### src/ppdew_pkg.sv
// package for the phy power-down and energy wake block
// assumes an apb slave with 32-bit data and byte addresses
package ppdew_pkg;
    localparam logic [7:0] PPDEW_PWR_CTRL_OFS = 8'h00; // per-port power-down controls
    localparam logic [7:0] PPDEW_PWR_STAT_OFS = 8'h04; // per-port power state
    localparam logic [7:0] PPDEW_SRC1_OFS     = 8'h08; // port 1 source flags, write 1 clears
    localparam logic [7:0] PPDEW_SRC2_OFS     = 8'h0c; // port 2 source flags, write 1 clears
    localparam logic [7:0] PPDEW_MASK1_OFS    = 8'h10; // port 1 event mask
    localparam logic [7:0] PPDEW_MASK2_OFS    = 8'h14; // port 2 event mask
    localparam logic [7:0] PPDEW_TOP_STS_OFS  = 8'h18; // top_irq_status, read only
    localparam logic [7:0] PPDEW_TOP_EN_OFS   = 8'h1c; // top enable
    localparam logic [7:0] PPDEW_TOP_CLR_OFS  = 8'h20; // top clear, write only
    localparam logic [7:0] PPDEW_IRQ_CFG_OFS  = 8'h24; // irq pin output enable
    localparam int PPDEW_ENERGY_BIT = 7;               // energy_event_mask_bit position
    localparam int PPDEW_GPD_BIT    = 0;               // general power-down, per byte lane port
    localparam int PPDEW_EDPD_BIT   = 1;               // energy-detect power-down enable
    localparam int PPDEW_P1_BIT     = 0;               // port1_phy_event position
    localparam int PPDEW_P2_BIT     = 1;               // port2_phy_event position
    localparam int PPDEW_WAKE_BIT   = 2;               // energy wake event position
    localparam logic [7:0] PPDEW_MASK_RST = 8'h00;     // all phy events masked at reset

    typedef enum logic [1:0] {
        PPDEW_RUN   = 2'b00,
        PPDEW_EDPD  = 2'b01,
        PPDEW_GPD   = 2'b11
    } ppdew_pstate_t;

    // apb request bundle
    typedef struct packed {
        logic        psel;
        logic        penable;
        logic        pwrite;
        logic [7:0]  paddr;
        logic [31:0] pwdata;
    } ppdew_apb_req_t;
endpackage

### src/ppdew_port.sv
// one phy port: power state machine, energy flag and masked event
// assumes energy detector input is already synchronised to clk
`timescale 1ns/100ps
module ppdew_port (
    input  wire logic                   clk,
    input  wire logic                   sys_rst,
    input  wire logic                   gpdReq,
    input  wire logic                   edpdEn,
    input  wire logic                   energy,
    input  wire logic                   clrFlag,
    input  wire logic                   maskBit,
    output ppdew_pkg::ppdew_pstate_t    pstate,
    output logic                        flag,
    output logic                        event_out,
    output logic                        wake
);
    import ppdew_pkg::*;
    ppdew_pstate_t next_pstate;
    logic          next_flag;
    logic          energyRise;
    logic          energyQ;

    // power state: gpd only left on command, edpd leaves on energy
    always_comb begin
        next_pstate = pstate;
        case (pstate)
            PPDEW_RUN:  if (gpdReq) next_pstate = PPDEW_GPD;
                        else if (edpdEn && !energy) next_pstate = PPDEW_EDPD;
            PPDEW_EDPD: if (gpdReq) next_pstate = PPDEW_GPD;
                        else if (energy || !edpdEn) next_pstate = PPDEW_RUN;
            PPDEW_GPD:  if (!gpdReq) next_pstate = PPDEW_RUN;
            default:    next_pstate = PPDEW_RUN;
        endcase
    end

    // flag latches on energy rising edge; set beats a clear in the same cycle
    assign energyRise = energy && !energyQ;
    always_comb begin
        next_flag = flag;
        if (clrFlag) next_flag = 1'b0;
        if (energyRise) next_flag = 1'b1;
    end

    always_ff @(posedge clk) begin
        if (sys_rst) begin
            pstate    <= PPDEW_RUN;
            flag      <= 1'b0;
            energyQ   <= 1'b0;
            event_out <= 1'b0;
            wake      <= 1'b0;
        end else begin
            pstate    <= next_pstate;
            flag      <= next_flag;
            energyQ   <= energy;
            event_out <= next_flag && maskBit;
            wake      <= (pstate == PPDEW_EDPD) && (next_pstate == PPDEW_RUN);
        end
    end

    edpd_wake_a: assert property (@(posedge clk) disable iff (sys_rst)
        pstate == PPDEW_EDPD && energy && !gpdReq |=> pstate == PPDEW_RUN)
        else $error("edpd did not wake on energy");
    gpd_hold_a: assert property (@(posedge clk) disable iff (sys_rst)
        pstate == PPDEW_GPD && gpdReq |=> pstate == PPDEW_GPD)
        else $error("gpd left without command");
    flag_hold_a: assert property (@(posedge clk) disable iff (sys_rst)
        flag && !clrFlag |=> flag)
        else $error("energy flag lost without clear");
    flag_set_a: assert property (@(posedge clk) disable iff (sys_rst)
        energyRise |=> flag)
        else $error("energy flag not set");
    mask_gate_a: assert property (@(posedge clk) disable iff (sys_rst)
        !maskBit |=> !event_out)
        else $error("masked event raised");
endmodule

### src/ppdew_top.sv
// phy power-down and energy wake block with apb registers and irq pin
// assumes cable energy inputs come from the analog detectors, asynchronous
//
// Summary of operation
// - each of the two phys has its own general and energy-detect power-down controls.
// - general power-down shuts the phy except the management interface, so registers stay live.
// - in energy-detect power-down a phy wakes when its detector sees cable energy.
// - the energy-on event reaches the interrupt only when mask bit 7 is set.
// - port 1 events set port1_phy_event and port 2 events set port2_phy_event in top status.
// - the per-port events are sources of the irq pin.
// - a port event asserts the pin only with mask bit, top enable bit and pin output enable all set; the wake bit needs no mask bit.
// - a top phy event bit stays set until the phy source flag or its mask bit 7 is cleared.
//
// The APB slave port and the placing of the registers were left to the implementer.
`timescale 1ns/100ps
module ppdew_top (
    input  wire logic                   clk,
    input  wire logic                   sys_rst,
    input  wire ppdew_pkg::ppdew_apb_req_t apbReq,
    output logic [31:0]                 prdata,
    output logic                        pready,
    output logic                        pslverr,
    input  wire logic [1:0]             cableEnergy,
    output logic [1:0]                  phyPowerDown,
    output logic [1:0]                  phyMgmtAlive,
    output logic                        irq
);
    import ppdew_pkg::*;
    logic [1:0]          energyS1;
    logic [1:0]          energyS2;
    logic [1:0]          gpdReq;
    logic [1:0]          edpdEn;
    logic [1:0]          clrFlag;
    logic [7:0]          mask [2];
    logic [1:0]          flag;
    logic [1:0]          portEvt;
    logic [1:0]          wake;
    ppdew_pstate_t       pstate [2];
    logic [2:0]          topSts;
    logic [2:0]          topEn;
    logic                irqOe;
    logic                wr;
    logic                rd;
    logic [1:0]          next_gpdReq;
    logic [1:0]          next_edpdEn;
    logic [7:0]          next_mask [2];
    logic [2:0]          next_topSts;
    logic [2:0]          next_topEn;
    logic                next_irqOe;
    logic [31:0]         next_prdata;
    logic                next_pslverr;
    logic                hit;

    // writes land only at the completing access edge, where the master samples pready
    assign wr = apbReq.psel && apbReq.penable && pready && apbReq.pwrite;
    assign rd = apbReq.psel && !apbReq.penable && !apbReq.pwrite;

    // two-stage synchronisers on the detector lines
    always_ff @(posedge clk) begin
        if (sys_rst) begin
            energyS1 <= 2'h0;
            energyS2 <= 2'h0;
        end else begin
            energyS1 <= cableEnergy;
            energyS2 <= energyS1;
        end
    end

    // source flag clears, write one to bit 7 of the port's source register
    assign clrFlag[0] = wr && apbReq.paddr == PPDEW_SRC1_OFS && apbReq.pwdata[PPDEW_ENERGY_BIT];
    assign clrFlag[1] = wr && apbReq.paddr == PPDEW_SRC2_OFS && apbReq.pwdata[PPDEW_ENERGY_BIT];

    // one port instance per phy, independent controls
    for (genvar p = 0; p < 2; p++) begin : gPort
        ppdew_port uPort (
            .clk       (clk),
            .sys_rst   (sys_rst),
            .gpdReq    (gpdReq[p]),
            .edpdEn    (edpdEn[p]),
            .energy    (energyS2[p]),
            .clrFlag   (clrFlag[p]),
            .maskBit   (mask[p][PPDEW_ENERGY_BIT]),
            .pstate    (pstate[p]),
            .flag      (flag[p]),
            .event_out (portEvt[p]),
            .wake      (wake[p])
        );
    end

    // register writes and top status; phy event bits follow the source, the wake bit is cleared by software
    always_comb begin
        next_gpdReq = gpdReq;
        next_edpdEn = edpdEn;
        next_mask   = mask;
        next_topEn  = topEn;
        next_irqOe  = irqOe;
        next_topSts = topSts;
        if (wr) begin
            if (apbReq.paddr == PPDEW_PWR_CTRL_OFS) begin
                next_gpdReq = {apbReq.pwdata[8+PPDEW_GPD_BIT], apbReq.pwdata[PPDEW_GPD_BIT]};
                next_edpdEn = {apbReq.pwdata[8+PPDEW_EDPD_BIT], apbReq.pwdata[PPDEW_EDPD_BIT]};
            end else if (apbReq.paddr == PPDEW_MASK1_OFS) begin
                next_mask[0] = apbReq.pwdata[7:0];
            end else if (apbReq.paddr == PPDEW_MASK2_OFS) begin
                next_mask[1] = apbReq.pwdata[7:0];
            end else if (apbReq.paddr == PPDEW_TOP_EN_OFS) begin
                next_topEn = apbReq.pwdata[2:0];
            end else if (apbReq.paddr == PPDEW_IRQ_CFG_OFS) begin
                next_irqOe = apbReq.pwdata[0];
            end else if (apbReq.paddr == PPDEW_TOP_CLR_OFS) begin
                next_topSts[PPDEW_WAKE_BIT] = topSts[PPDEW_WAKE_BIT]
                                              & ~apbReq.pwdata[PPDEW_WAKE_BIT];
            end
        end
        next_topSts[PPDEW_P1_BIT] = portEvt[0];
        next_topSts[PPDEW_P2_BIT] = portEvt[1];
        if (|wake) next_topSts[PPDEW_WAKE_BIT] = 1'b1; // set wins over clear
    end

    // read mux; unmapped addresses answer with pslverr
    always_comb begin
        next_prdata = 32'h0;
        hit = 1'b1;
        if (apbReq.paddr == PPDEW_PWR_CTRL_OFS) begin
            next_prdata = {22'h0, edpdEn[1], gpdReq[1], 6'h0, edpdEn[0], gpdReq[0]};
        end else if (apbReq.paddr == PPDEW_PWR_STAT_OFS) begin
            next_prdata = {22'h0, pstate[1], 6'h0, pstate[0]};
        end else if (apbReq.paddr == PPDEW_SRC1_OFS) begin
            next_prdata = {24'h0, flag[0], 7'h0};
        end else if (apbReq.paddr == PPDEW_SRC2_OFS) begin
            next_prdata = {24'h0, flag[1], 7'h0};
        end else if (apbReq.paddr == PPDEW_MASK1_OFS) begin
            next_prdata = {24'h0, mask[0]};
        end else if (apbReq.paddr == PPDEW_MASK2_OFS) begin
            next_prdata = {24'h0, mask[1]};
        end else if (apbReq.paddr == PPDEW_TOP_STS_OFS) begin
            next_prdata = {29'h0, topSts};
        end else if (apbReq.paddr == PPDEW_TOP_EN_OFS) begin
            next_prdata = {29'h0, topEn};
        end else if (apbReq.paddr == PPDEW_IRQ_CFG_OFS) begin
            next_prdata = {31'h0, irqOe};
        end else if (apbReq.paddr != PPDEW_TOP_CLR_OFS) begin
            hit = 1'b0;
        end
        next_pslverr = apbReq.psel && !apbReq.penable && !hit;
    end

    // no wait state: answer prepared in setup, pready high in the first access cycle
    always_ff @(posedge clk) begin
        if (sys_rst) begin
            gpdReq       <= 2'h0;
            edpdEn       <= 2'h0;
            mask[0]      <= PPDEW_MASK_RST;
            mask[1]      <= PPDEW_MASK_RST;
            topSts       <= 3'h0;
            topEn        <= 3'h0;
            irqOe        <= 1'b0;
            prdata       <= 32'h0;
            pready       <= 1'b0;
            pslverr      <= 1'b0;
            phyPowerDown <= 2'h0;
            phyMgmtAlive <= 2'h0;
            irq          <= 1'b0;
        end else begin
            gpdReq       <= next_gpdReq;
            edpdEn       <= next_edpdEn;
            mask         <= next_mask;
            topSts       <= next_topSts;
            topEn        <= next_topEn;
            irqOe        <= next_irqOe;
            prdata       <= rd ? next_prdata : 32'h0;
            pready       <= apbReq.psel && !apbReq.penable;
            pslverr      <= next_pslverr;
            phyPowerDown <= {pstate[1] != PPDEW_RUN, pstate[0] != PPDEW_RUN};
            phyMgmtAlive <= 2'h3;
            irq          <= irqOe && |(next_topSts & topEn);
        end
    end

    irq_gate_a: assert property (@(posedge clk) disable iff (sys_rst)
        !irqOe |=> !irq)
        else $error("irq without output enable");
    top_follow_a: assert property (@(posedge clk) disable iff (sys_rst)
        portEvt[0] |=> topSts[PPDEW_P1_BIT])
        else $error("port1 event not in top status");
    top_hold_a: assert property (@(posedge clk) disable iff (sys_rst)
        topSts[PPDEW_P2_BIT] && flag[1] && mask[1][PPDEW_ENERGY_BIT] && !clrFlag[1]
        |=> ##1 topSts[PPDEW_P2_BIT])
        else $error("top bit dropped before source cleared");
    gpd_out_a: assert property (@(posedge clk) disable iff (sys_rst)
        pstate[0] == PPDEW_GPD |=> phyPowerDown[0] && phyMgmtAlive[0])
        else $error("gpd output wrong");
endmodule

### config.mk
export PLATFORM = sky130hd
export DESIGN_NAME = ppdew_top
export DESIGN_NICKNAME = d
export VERILOG_FILES = /design/src/ppdew_pkg.sv /design/src/ppdew_port.sv /design/src/ppdew_top.sv
export SDC_FILE = /design/constraint.sdc
export NUM_CORES = 1
export LEC_CHECK = 0
export BUFFER_PORTS_ARGS = -buffer_cell sky130_fd_sc_hd__buf_4
export CAP_MARGIN = 20
export CORE_MARGIN = 2
export CORE_UTILIZATION = 43
export DETAILED_ROUTE_END_ITERATION = 10
export PLACE_DENSITY = 0.73
export SETUP_SLACK_MARGIN = 0.05
export SKIP_LAST_GASP = 1
export SYNTH_ARGS = -nofsm -noshare
export SYNTH_HDL_FRONTEND = slang
export SYNTH_SLANG_ARGS = --single-unit
### constraint.sdc
create_clock -name clk -period 1.3 [get_ports clk]
set_input_delay 0.065 -clock clk [delete_from_list [all_inputs] [get_ports clk]]
set_output_delay 0.065 -clock clk [all_outputs]
set_load 0.03 [all_outputs]
==> results.cfg, run 1 <==
[clock_tree]
cts_hold_buf = 10
cts_num_sinks = 59
cts_tree = yes
clk_latency_ps = 340
clkTransAtPathRegs_ps = 70
cts-root-buf = clkbuf_8
htree_levels = 3
clockBufferDepth = 2
cts_buffers = 9
cts_setup_buffers = 0

[pwr]
combPwrFrac = 0.097
switching_share = 0.232
intPower_mw = 2.96
p_leak_nw = 1.51
p_sw_uw = 893
power_mw = 3.85
p_per_area_nw_per_um2 = 1140
peakVddDrop_mv = 0.627
sequentialPowerShare = 0.475
clock_power_share = 0.428

[global_route]
grt_max_degree = 24
track_usage = 0.204
grt_first_pass_wirelength_mm = 9.67
grt_util_met3 = 0.0506
grt_remaining_overflow = 0
grt-busiest-layer = met2
grtUsageMet2 = 0.323
grt_pass1_vias = 2084
grt.met1_usage = 0.248
grt_antenna_before_repair = 0

[worst_setup_path]
critPathCaptureType = flop
cpMaxStageDelayCell = dfxtp_4
path_class = flop to flop
path_cells = and4_4 -> and4b_1 -> buf_6 -> mux2i_1 -> nor2_1
path_buf_inv = 1
required_ps = 1510
startpoint_type = flop
cp_top_family = simple AND/OR/NAND/NOR gates
path_max_fanout = 4
arrival_ps = 1530
slowest_delay_ps = 340

[sta]
fin_crit_sh = 1.01
hold_viol = 1
layout_min_cycle_time_ps = 1320
timing.hold.ws_ps = -90.7
maxSlewViolCount = 0
fin_ws_ps = -18.9
tns_ps = -18.9
fin_worst_skew_ps = 12.0
rsz0062_at_grt = true
fmaxAchievable_mhz = 758
finalSetupViolCount = 1

[floorplanning]
die-width_um = 80.3
chipHeight_um = 80.3
rows = 27
dieArea_sq_um = 6460
core_sq_um = 5570
io_pins = 86
initial_core_util = 0.450

[drt]
drc = 0
ant_nets = 0
viasPerCell = 4.97
vias = 2076
drtPass1Iterations = 4
wire_per_inst_um = 14.2
first_iter_violations = 154
wl_mm = 5.95

[logic_synthesis]
ys_async_sr_fraction = 0
ys_seq_elements = 59
yosys-top-cells-area = dfxtp_1 (47%), mux2i_1 (10%), buf_4 (6.9%), nor2_1 (6.0%), nor2b_1 (2.7%)
synth_area_per_cell_sq_um = 9.64
syn_area_sq_um = 2510
synth.distinct_cells = 46
synth_cells = 260
ys_seq_area_frac = 0.471
yosys.area.top_type = dfxtp_1
yosys_warnings = 0
synth_top_area_share = 0.471
synthFlopType = dfxtp_1
synth_edf_count = 0

[cells_and_area]
drive_gt1_frac = 0.318
antenna-diode-count = 0
layout.cells.non_filler = 418
final_nets = 388
area_delta_synth_final_pct = 34.8

[status]
status = finished with violations
failed_checks = hold timing, setup timing

[placement]
dp_cells = 392
dpl.hpwl_mm = 4.20
io_buffer_count = 41
routabilityCongestion = 0.906

[worst_hold_path]
min_path_type = input port to flop

[flow_run]
drv_cap = 0
==> cell usage in the layout (no fill, tap or decap), types with 3 or more instances in the layout <==
cell and count:
buf_4 69, dfxtp_1 58, nor2_1 40, mux2i_1 25, conb_1 22, nor2b_1 11, clkbuf_8 11, inv_1 10
dlygate4sd3_1 10, a21oi_1 8, nand3_1 7, o21ai_0 5, a22oi_1 5, nand3_2 4, nor4_1 3, nand4_1 3
o21ai_1 3, nand2_1 3, nor3_1 3, clkbuf_1 3, buf_6 3
==> registers in the layout, indices dropped and copies added, names as in the netlist, 2 cells and up <==
| name | cells |
|---|---|
| edpdEn | 2 |
| energyS1 | 2 |
| energyS2 | 2 |
| gPort.uPort.energyQ | 2 |
| gPort.uPort.event_out | 2 |
| gPort.uPort.flag | 2 |
| gPort.uPort.pstate | 4 |
| gPort.uPort.wake | 2 |
| gpdReq | 2 |
| mask | 16 |
| phyPowerDown | 2 |
| prdata | 10 |
| topEn | 3 |
| topSts | 3 |
==> worst register-to-register path: cells and delay by family, from the launching register on <==
| kind | cells | cell delay (ps) |
|---|---|---|
| simple gates | 3 | 510 |
| flops | 1 | 340 |
| mux | 1 | 210 |
| buf+inv | 1 | 140 |
==> cell families (layout without fill, tap and decap cells) <==
logic type      Yosys count  in the layout  synth area share
mux                      29             29             0.122
other cells               1             22           0.00150
compound gates           34             34            0.0864
flops                    59             59             0.471
buf+inv                  44            109             0.105
simple gates             93             93             0.214
==> stage by stage <==
step	hold WS (ps)	worst slack [ps]	utilization	cell area (sq um)
floorplan	142	-53.0	-	2600
global placement	251	-118	0.541	3020
detailed placement	258	-140	0.541	3020
CTS	-106	-30.4	0.600	3340
global route	-83.9	-78.8	0.606	3380
finish	-90.7	-18.9	0.606	3380
==> worst paths after layout <==
path | cells after the start | slack (ps) | start | endpoint
max reg2reg | 5 | -20 | pready | edpdEn[0]
min reg2reg | 1 | 450 | energyS1[0] | energyS2[0]
max | 5 | -20 | pready | edpdEn[0]
min | 2 | -90 | apbReq[40] | prdata[7]
==> area by class of cell <==
class	count	area [sq um]
flip-flops and latches	59	1180
fillers	472	2200
clock buffers	14	163
multi-input cells	178	1200
clock inverters	2	35.0
inverters	10	37.5
repair buffers	83	672
well taps	72	90.1
==> synthesized netlist by cell type (2+ instances only) <==
| cell | n |
|---|---|
| a22oi_1 | 5 |
| buf_4 | 23 |
| nor4b_1 | 2 |
| nor4_1 | 3 |
| dfxtp_1 | 59 |
| clkbuf_1 | 6 |
| nor3b_1 | 2 |
| nand4_1 | 3 |
| a21oi_1 | 9 |
| nor2_1 | 40 |
| buf_2 | 4 |
| nand3_1 | 9 |
| inv_1 | 10 |
| o211ai_1 | 2 |
| mux2_2 | 2 |
| nor2b_1 | 11 |
| o21ai_0 | 8 |
| nand2_1 | 3 |
| and4_1 | 2 |
| nor3_1 | 3 |
| mux2i_1 | 26 |
| and2_1 | 2 |
| a31oi_1 | 2 |
| nand3_2 | 2 |
==> timing repair <==
action / 4_1_cts / 5_1_grt
endpoints found under the setup margin: 27 / 27
gates resized for setup: 7 / 10
pin swaps: 10 / 4
gates cloned: 0 / 0
endpoints found under the hold margin: 18 / 1
==> power by group through the flow <==
stage / clock (mW) / sequential (mW) / combinational (mW)
2_1_floorplan: 0 / 1.87 / 0.234
4_1_cts: 1.70 / 1.83 / 0.366
3_5_place_dp: 0 / 1.87 / 0.339
3_3_place_gp: 0 / 1.87 / 0.337
6_report: 1.65 / 1.83 / 0.373
5_1_grt: 1.77 / 1.83 / 0.401
==> per-layer routing <==
| layer | vias up | part of all wire | routed length, um |
|---|---|---|---|
| met1 | 958 | 0.44 | 2600 |
| met2 | 83 | 0.47 | 2790 |
| met3 | 12 | 0.073 | 432 |
| met4 | 0 | 0.022 | 130 |
| met5 | - | 0 | 0 |
| li1 | 1023 | - | - |
No activity file was read; power rests on OpenSTA's default activity.
==> run 2: changes to the inputs <==
--- a/config.mk
+++ b/config.mk
@@ -12,6 +12,7 @@
 export DETAILED_ROUTE_END_ITERATION = 10
 export PLACE_DENSITY = 0.73
 export SETUP_SLACK_MARGIN = 0.05
+export SKIP_CTS_REPAIR_TIMING = 1
 export SKIP_LAST_GASP = 1
 export SYNTH_ARGS = -nofsm -noshare
 export SYNTH_HDL_FRONTEND = slang
==> results.cfg, run 2 (synthesis gave the netlist of run 1 again) <==
[placement]
dp_cells = 392
dpl.hpwl_mm = 4.20
placed_area_sq_um = 3020
io_buffer_count = 41
routabilityCongestion = 0.906

[status]
failed_checks = hold timing, setup timing
status = finished with violations

[sta]
hold_viol = 6
fmaxAchievable_mhz = 749
fin_worst_skew_ps = 12.1
timing.hold.ws_ps = -88.3
finalSetupViolCount = 2
fin_crit_sh = 1.03
fin_ws_ps = -35.0
rsz0062_at_grt = true
maxSlewViolCount = 0
layout_min_cycle_time_ps = 1330

[cells_and_area]
antenna-diode-count = 0
reg_top3 = mask x16, prdata x10, gPort.uPort.pstate x4
regMostFlops = mask
postLayoutCoreUtil = 0.599
finalInstanceArea_sq_um = 3340
area_delta_synth_final_pct = 33.2
layout.cells.non_filler = 413
final_cell_mix = buf_4 (69), dfxtp_1 (58), nor2_1 (40)
final_nets = 383
final_common_cell = buf_4
largest_register_ffs = 16
drive_gt1_frac = 0.328

[pwr]
peakVddDrop_mv = 0.627
p_per_area_nw_per_um2 = 1150
power_mw = 3.83
p_leak_nw = 1.49

[drt]
drtPass1Iterations = 4
wl_mm = 5.87
wire_per_inst_um = 14.2
ant_nets = 0
viasPerCell = 4.99
first_iter_violations = 115
vias = 2062
drc = 0

[clock_tree]
cts_buffers = 9
htree_levels = 3
clk_latency_ps = 340
cts-root-buf = clkbuf_8
cts_num_sinks = 59
clkTransAtPathRegs_ps = 70
clockBufferDepth = 2
cts_tree = yes

[global_route]
grt_first_pass_wirelength_mm = 9.43
grt_max_degree = 24
grt_remaining_overflow = 0
grt_pass1_vias = 2018
grt_antenna_before_repair = 0
track_usage = 0.199

[worst_setup_path]
cpMaxStageDelayCell = dfxtp_4
path_max_fanout = 4
required_ps = 1500
slowest_delay_ps = 340
arrival_ps = 1540
path_class = flop to flop
startpoint_type = flop
path_buf_inv = 1
cp_top_family = compound AO/OA/AOI/OAI gates
critPathCaptureType = flop
path_cells = and4_4 -> buf_6 -> nand4_1 -> a211oi_2 -> o32ai_2

[floorplanning]
die-width_um = 80.3
rows = 27
dieArea_sq_um = 6460
core_sq_um = 5570
io_pins = 86
initial_core_util = 0.450
chipHeight_um = 80.3

[worst_hold_path]
min_path_type = input port to flop

[flow_run]
drv_cap = 0
## run 2: cell types whose count changed in the layout (fill, tap and decap cells not counted)
cell	delta
a21oi_1	-1
a21oi_2	+1
dlygate4sd3_1	-5
nand3_1	-1
nand3_2	+1
## run 2: cell type report
cell class / instances / area [sq um]
Clock buffer: 14 / 163
Sequential cell: 59 / 1180
Inverter: 10 / 37.5
Fill cell: 478 / 2240
Multi-Input combinational cell: 178 / 1200
Timing Repair Buffer: 78 / 622
Clock inverter: 2 / 35.0
Tap cell: 72 / 90.1
## run 2: per-layer routing
layer | share of wire | vias up | track usage
li1 | - | 1013 | -
met1 | 0.43 | 959 | 0.246
met2 | 0.48 | 80 | 0.313
met3 | 0.069 | 10 | 0.0596
met4 | 0.020 | 0 | 0.100
met5 | 0 | - | 0
## run 2: per-stage QoR
step	hold slack, ps	TNS (ps)	worst slack (ps)
2_1_floorplan	142	-212	-53.0
3_3_place_gp	251	-1120	-118
3_5_place_dp	258	-1290	-140
4_1_cts	-109	-184	-60.3
5_1_grt	-90.2	-320	-104
6_report	-88.3	-53.0	-35.0
## run 2: final timing paths
kind	start	endpoint	slack [ps]	cells after the start
worst max-delay path	pready	irq	-30	5
worst min register to register	energyS1[0]	energyS2[0]	450	1
worst min-delay path	apbReq[40]	prdata[7]	-90	2
worst max register to register	pready	irq	-30	5
## run 2: power by group
group / internal, mW / total [mW] / switching [mW]
logic: 0.137 / 0.362 / 0.225
clock network: 0.989 / 1.64 / 0.655
registers: 1.82 / 1.83 / 0.00559
total: 2.95 / 3.83 / 0.886
==> run 3: changes to the inputs <==
--- a/config.mk
+++ b/config.mk
@@ -10,6 +10,7 @@
 export CORE_MARGIN = 2
 export CORE_UTILIZATION = 43
 export DETAILED_ROUTE_END_ITERATION = 10
+export HOLD_SLACK_MARGIN = 0.03
 export PLACE_DENSITY = 0.73
 export SETUP_SLACK_MARGIN = 0.05
 export SKIP_CTS_REPAIR_TIMING = 1
@@ -17,3 +18,4 @@
 export SYNTH_ARGS = -nofsm -noshare
 export SYNTH_HDL_FRONTEND = slang
 export SYNTH_SLANG_ARGS = --single-unit
+export TNS_END_PERCENT = 10
==> results.cfg, run 3 (synthesis gave the netlist of run 1 again) <==
[status]
status = finished with violations
failed_checks = hold timing, setup timing

[cells_and_area]
largest_register_ffs = 16
final_common_cell = buf_4
final_nets = 387
finalInstanceArea_sq_um = 3320
antenna-diode-count = 0
layout.cells.non_filler = 416
area_delta_synth_final_pct = 32.6
fillers = 511
regMostFlops = mask
drive_gt1_frac = 0.279
reg_top3 = mask x16, prdata x10, gPort.uPort.pstate x4
final_cell_mix = buf_4 (66), dfxtp_1 (58), nor2_1 (40)

[worst_setup_path]
critPathCaptureType = flop
path_cells = and4_4 -> and4b_1 -> buf_6 -> mux2i_1 -> nor2_1
required_ps = 1510
r2r_slack_ps = -50
r2r-start = pready
arrival_ps = 1560
cpMaxStageDelayCell = dfxtp_4
reg2reg_to = gpdReq[1]
startpoint_type = flop
cp_top_family = simple AND/OR/NAND/NOR gates
slowest_delay_ps = 340
startpoint = pready
reg2reg_depth = 5
path_class = flop to flop
path_max_fanout = 5
path_buf_inv = 1

[floorplanning]
dieArea_sq_um = 6460
die-width_um = 80.3
rows = 27
initial_core_util = 0.450
core_sq_um = 5570
chipHeight_um = 80.3
io_pins = 86

[pwr]
p_per_area_nw_per_um2 = 1140
peakVddDrop_mv = 0.717
p_leak_nw = 1.50
power_mw = 3.80

[global_route]
grt_pass1_vias = 1823
grt_remaining_overflow = 0
grt_first_pass_wirelength_mm = 8.68
grt_antenna_before_repair = 0
grt_util_met3 = 0.0517
grt-busiest-layer = met2
grtUsageMet2 = 0.268
track_usage = 0.184
grt.met1_usage = 0.245
grt_max_degree = 44

[drt]
first_iter_violations = 168
ant_nets = 0
drc = 0
viasPerCell = 4.96
wl_mm = 5.57
wire_per_inst_um = 13.4
vias = 2064
drtPass1Iterations = 5

[clock_tree]
clockBufferDepth = 2
cts_num_sinks = 59
cts_tree = yes
clkTransAtPathRegs_ps = 60
cts-root-buf = clkbuf_8
clk_latency_ps = 350
htree_levels = 3
cts_buffers = 9

[sta]
hold_viol = 1
fin_worst_skew_ps = 11.9
timing.hold.ws_ps = -0.462
maxSlewViolCount = 0
fin_crit_sh = 1.04
rsz0062_at_grt = true
layout_min_cycle_time_ps = 1350
fmaxAchievable_mhz = 740
finalSetupViolCount = 5
fin_ws_ps = -50.4

[placement]
dpl.hpwl_mm = 4.01
io_buffer_count = 41
dp_cells = 388
routabilityCongestion = 0.929
placed_area_sq_um = 3000

[worst_hold_path]
holdCritStartpoint = apbReq[2]
whs_endpoint = mask[10]
hold_depth = 3
min_path_type = input port to flop

[flow_run]
drv_cap = 0
## run 3: cell types whose count changed in the layout (fill, tap and decap cells not counted), sizes merged
cell | before | now
clkbuf | 14 | 12
clkinv | 1 | 2
buf | 73 | 69
dlygate4sd3 | 5 | 13
## run 3: routing by layer
layer  up-vias  wire, um
met4         0       136
met5         -         0
met2        67      2530
li1       1021         -
met1       962      2510
met3        14       387
## run 3: worst max path at each step
stage / cells past startpoint / endpoint / slack (ps)
after CTS: 5 / topSts[2] / -150
after detailed placement: 6 / prdata[0] / -130
after global placement: 6 / prdata[9] / -130
after global routing: 5 / gpdReq[0] / -120
after floorplan: 6 / edpdEn[1] / -50
final: 5 / gpdReq[1] / -50
## run 3: cell type report
cell class	instances	area [sq um]	share of cell area
clock buffers	12	145	0.0437
clock inverters	3	40.0	0.0121
multi-input cells	178	1150	0.345
flip-flops and latches	59	1180	0.357
repair buffers	82	677	0.204
inverters	10	37.5	0.0113
well taps	72	90.1	0.0271
## run 3: power by group
group | total (mW) | switching [mW] | leakage (nW) | internal [mW]
Combinational | 0.369 | 0.221 | 0.923 | 0.148
Sequential | 1.83 | 0.00501 | 0.478 | 1.82
Clock | 1.61 | 0.686 | 0.0962 | 0.921
Total | 3.80 | 0.913 | 1.50 | 2.89
## run 3: worst min-delay path, delay by kind of cell
family        cells  cell delay [ps]
mux               1               60
simple gates      1               70
buf+inv           1              110
## run 3: per-stage QoR
stage	utilization	setup WS, ps	TNS, ps
finish	0.596	-50.4	-188
global route	0.596	-123	-1540
CTS	0.571	-153	-2000
detailed placement	0.537	-133	-2070
global placement	0.537	-129	-1930
floorplan	-	-53.0	-237
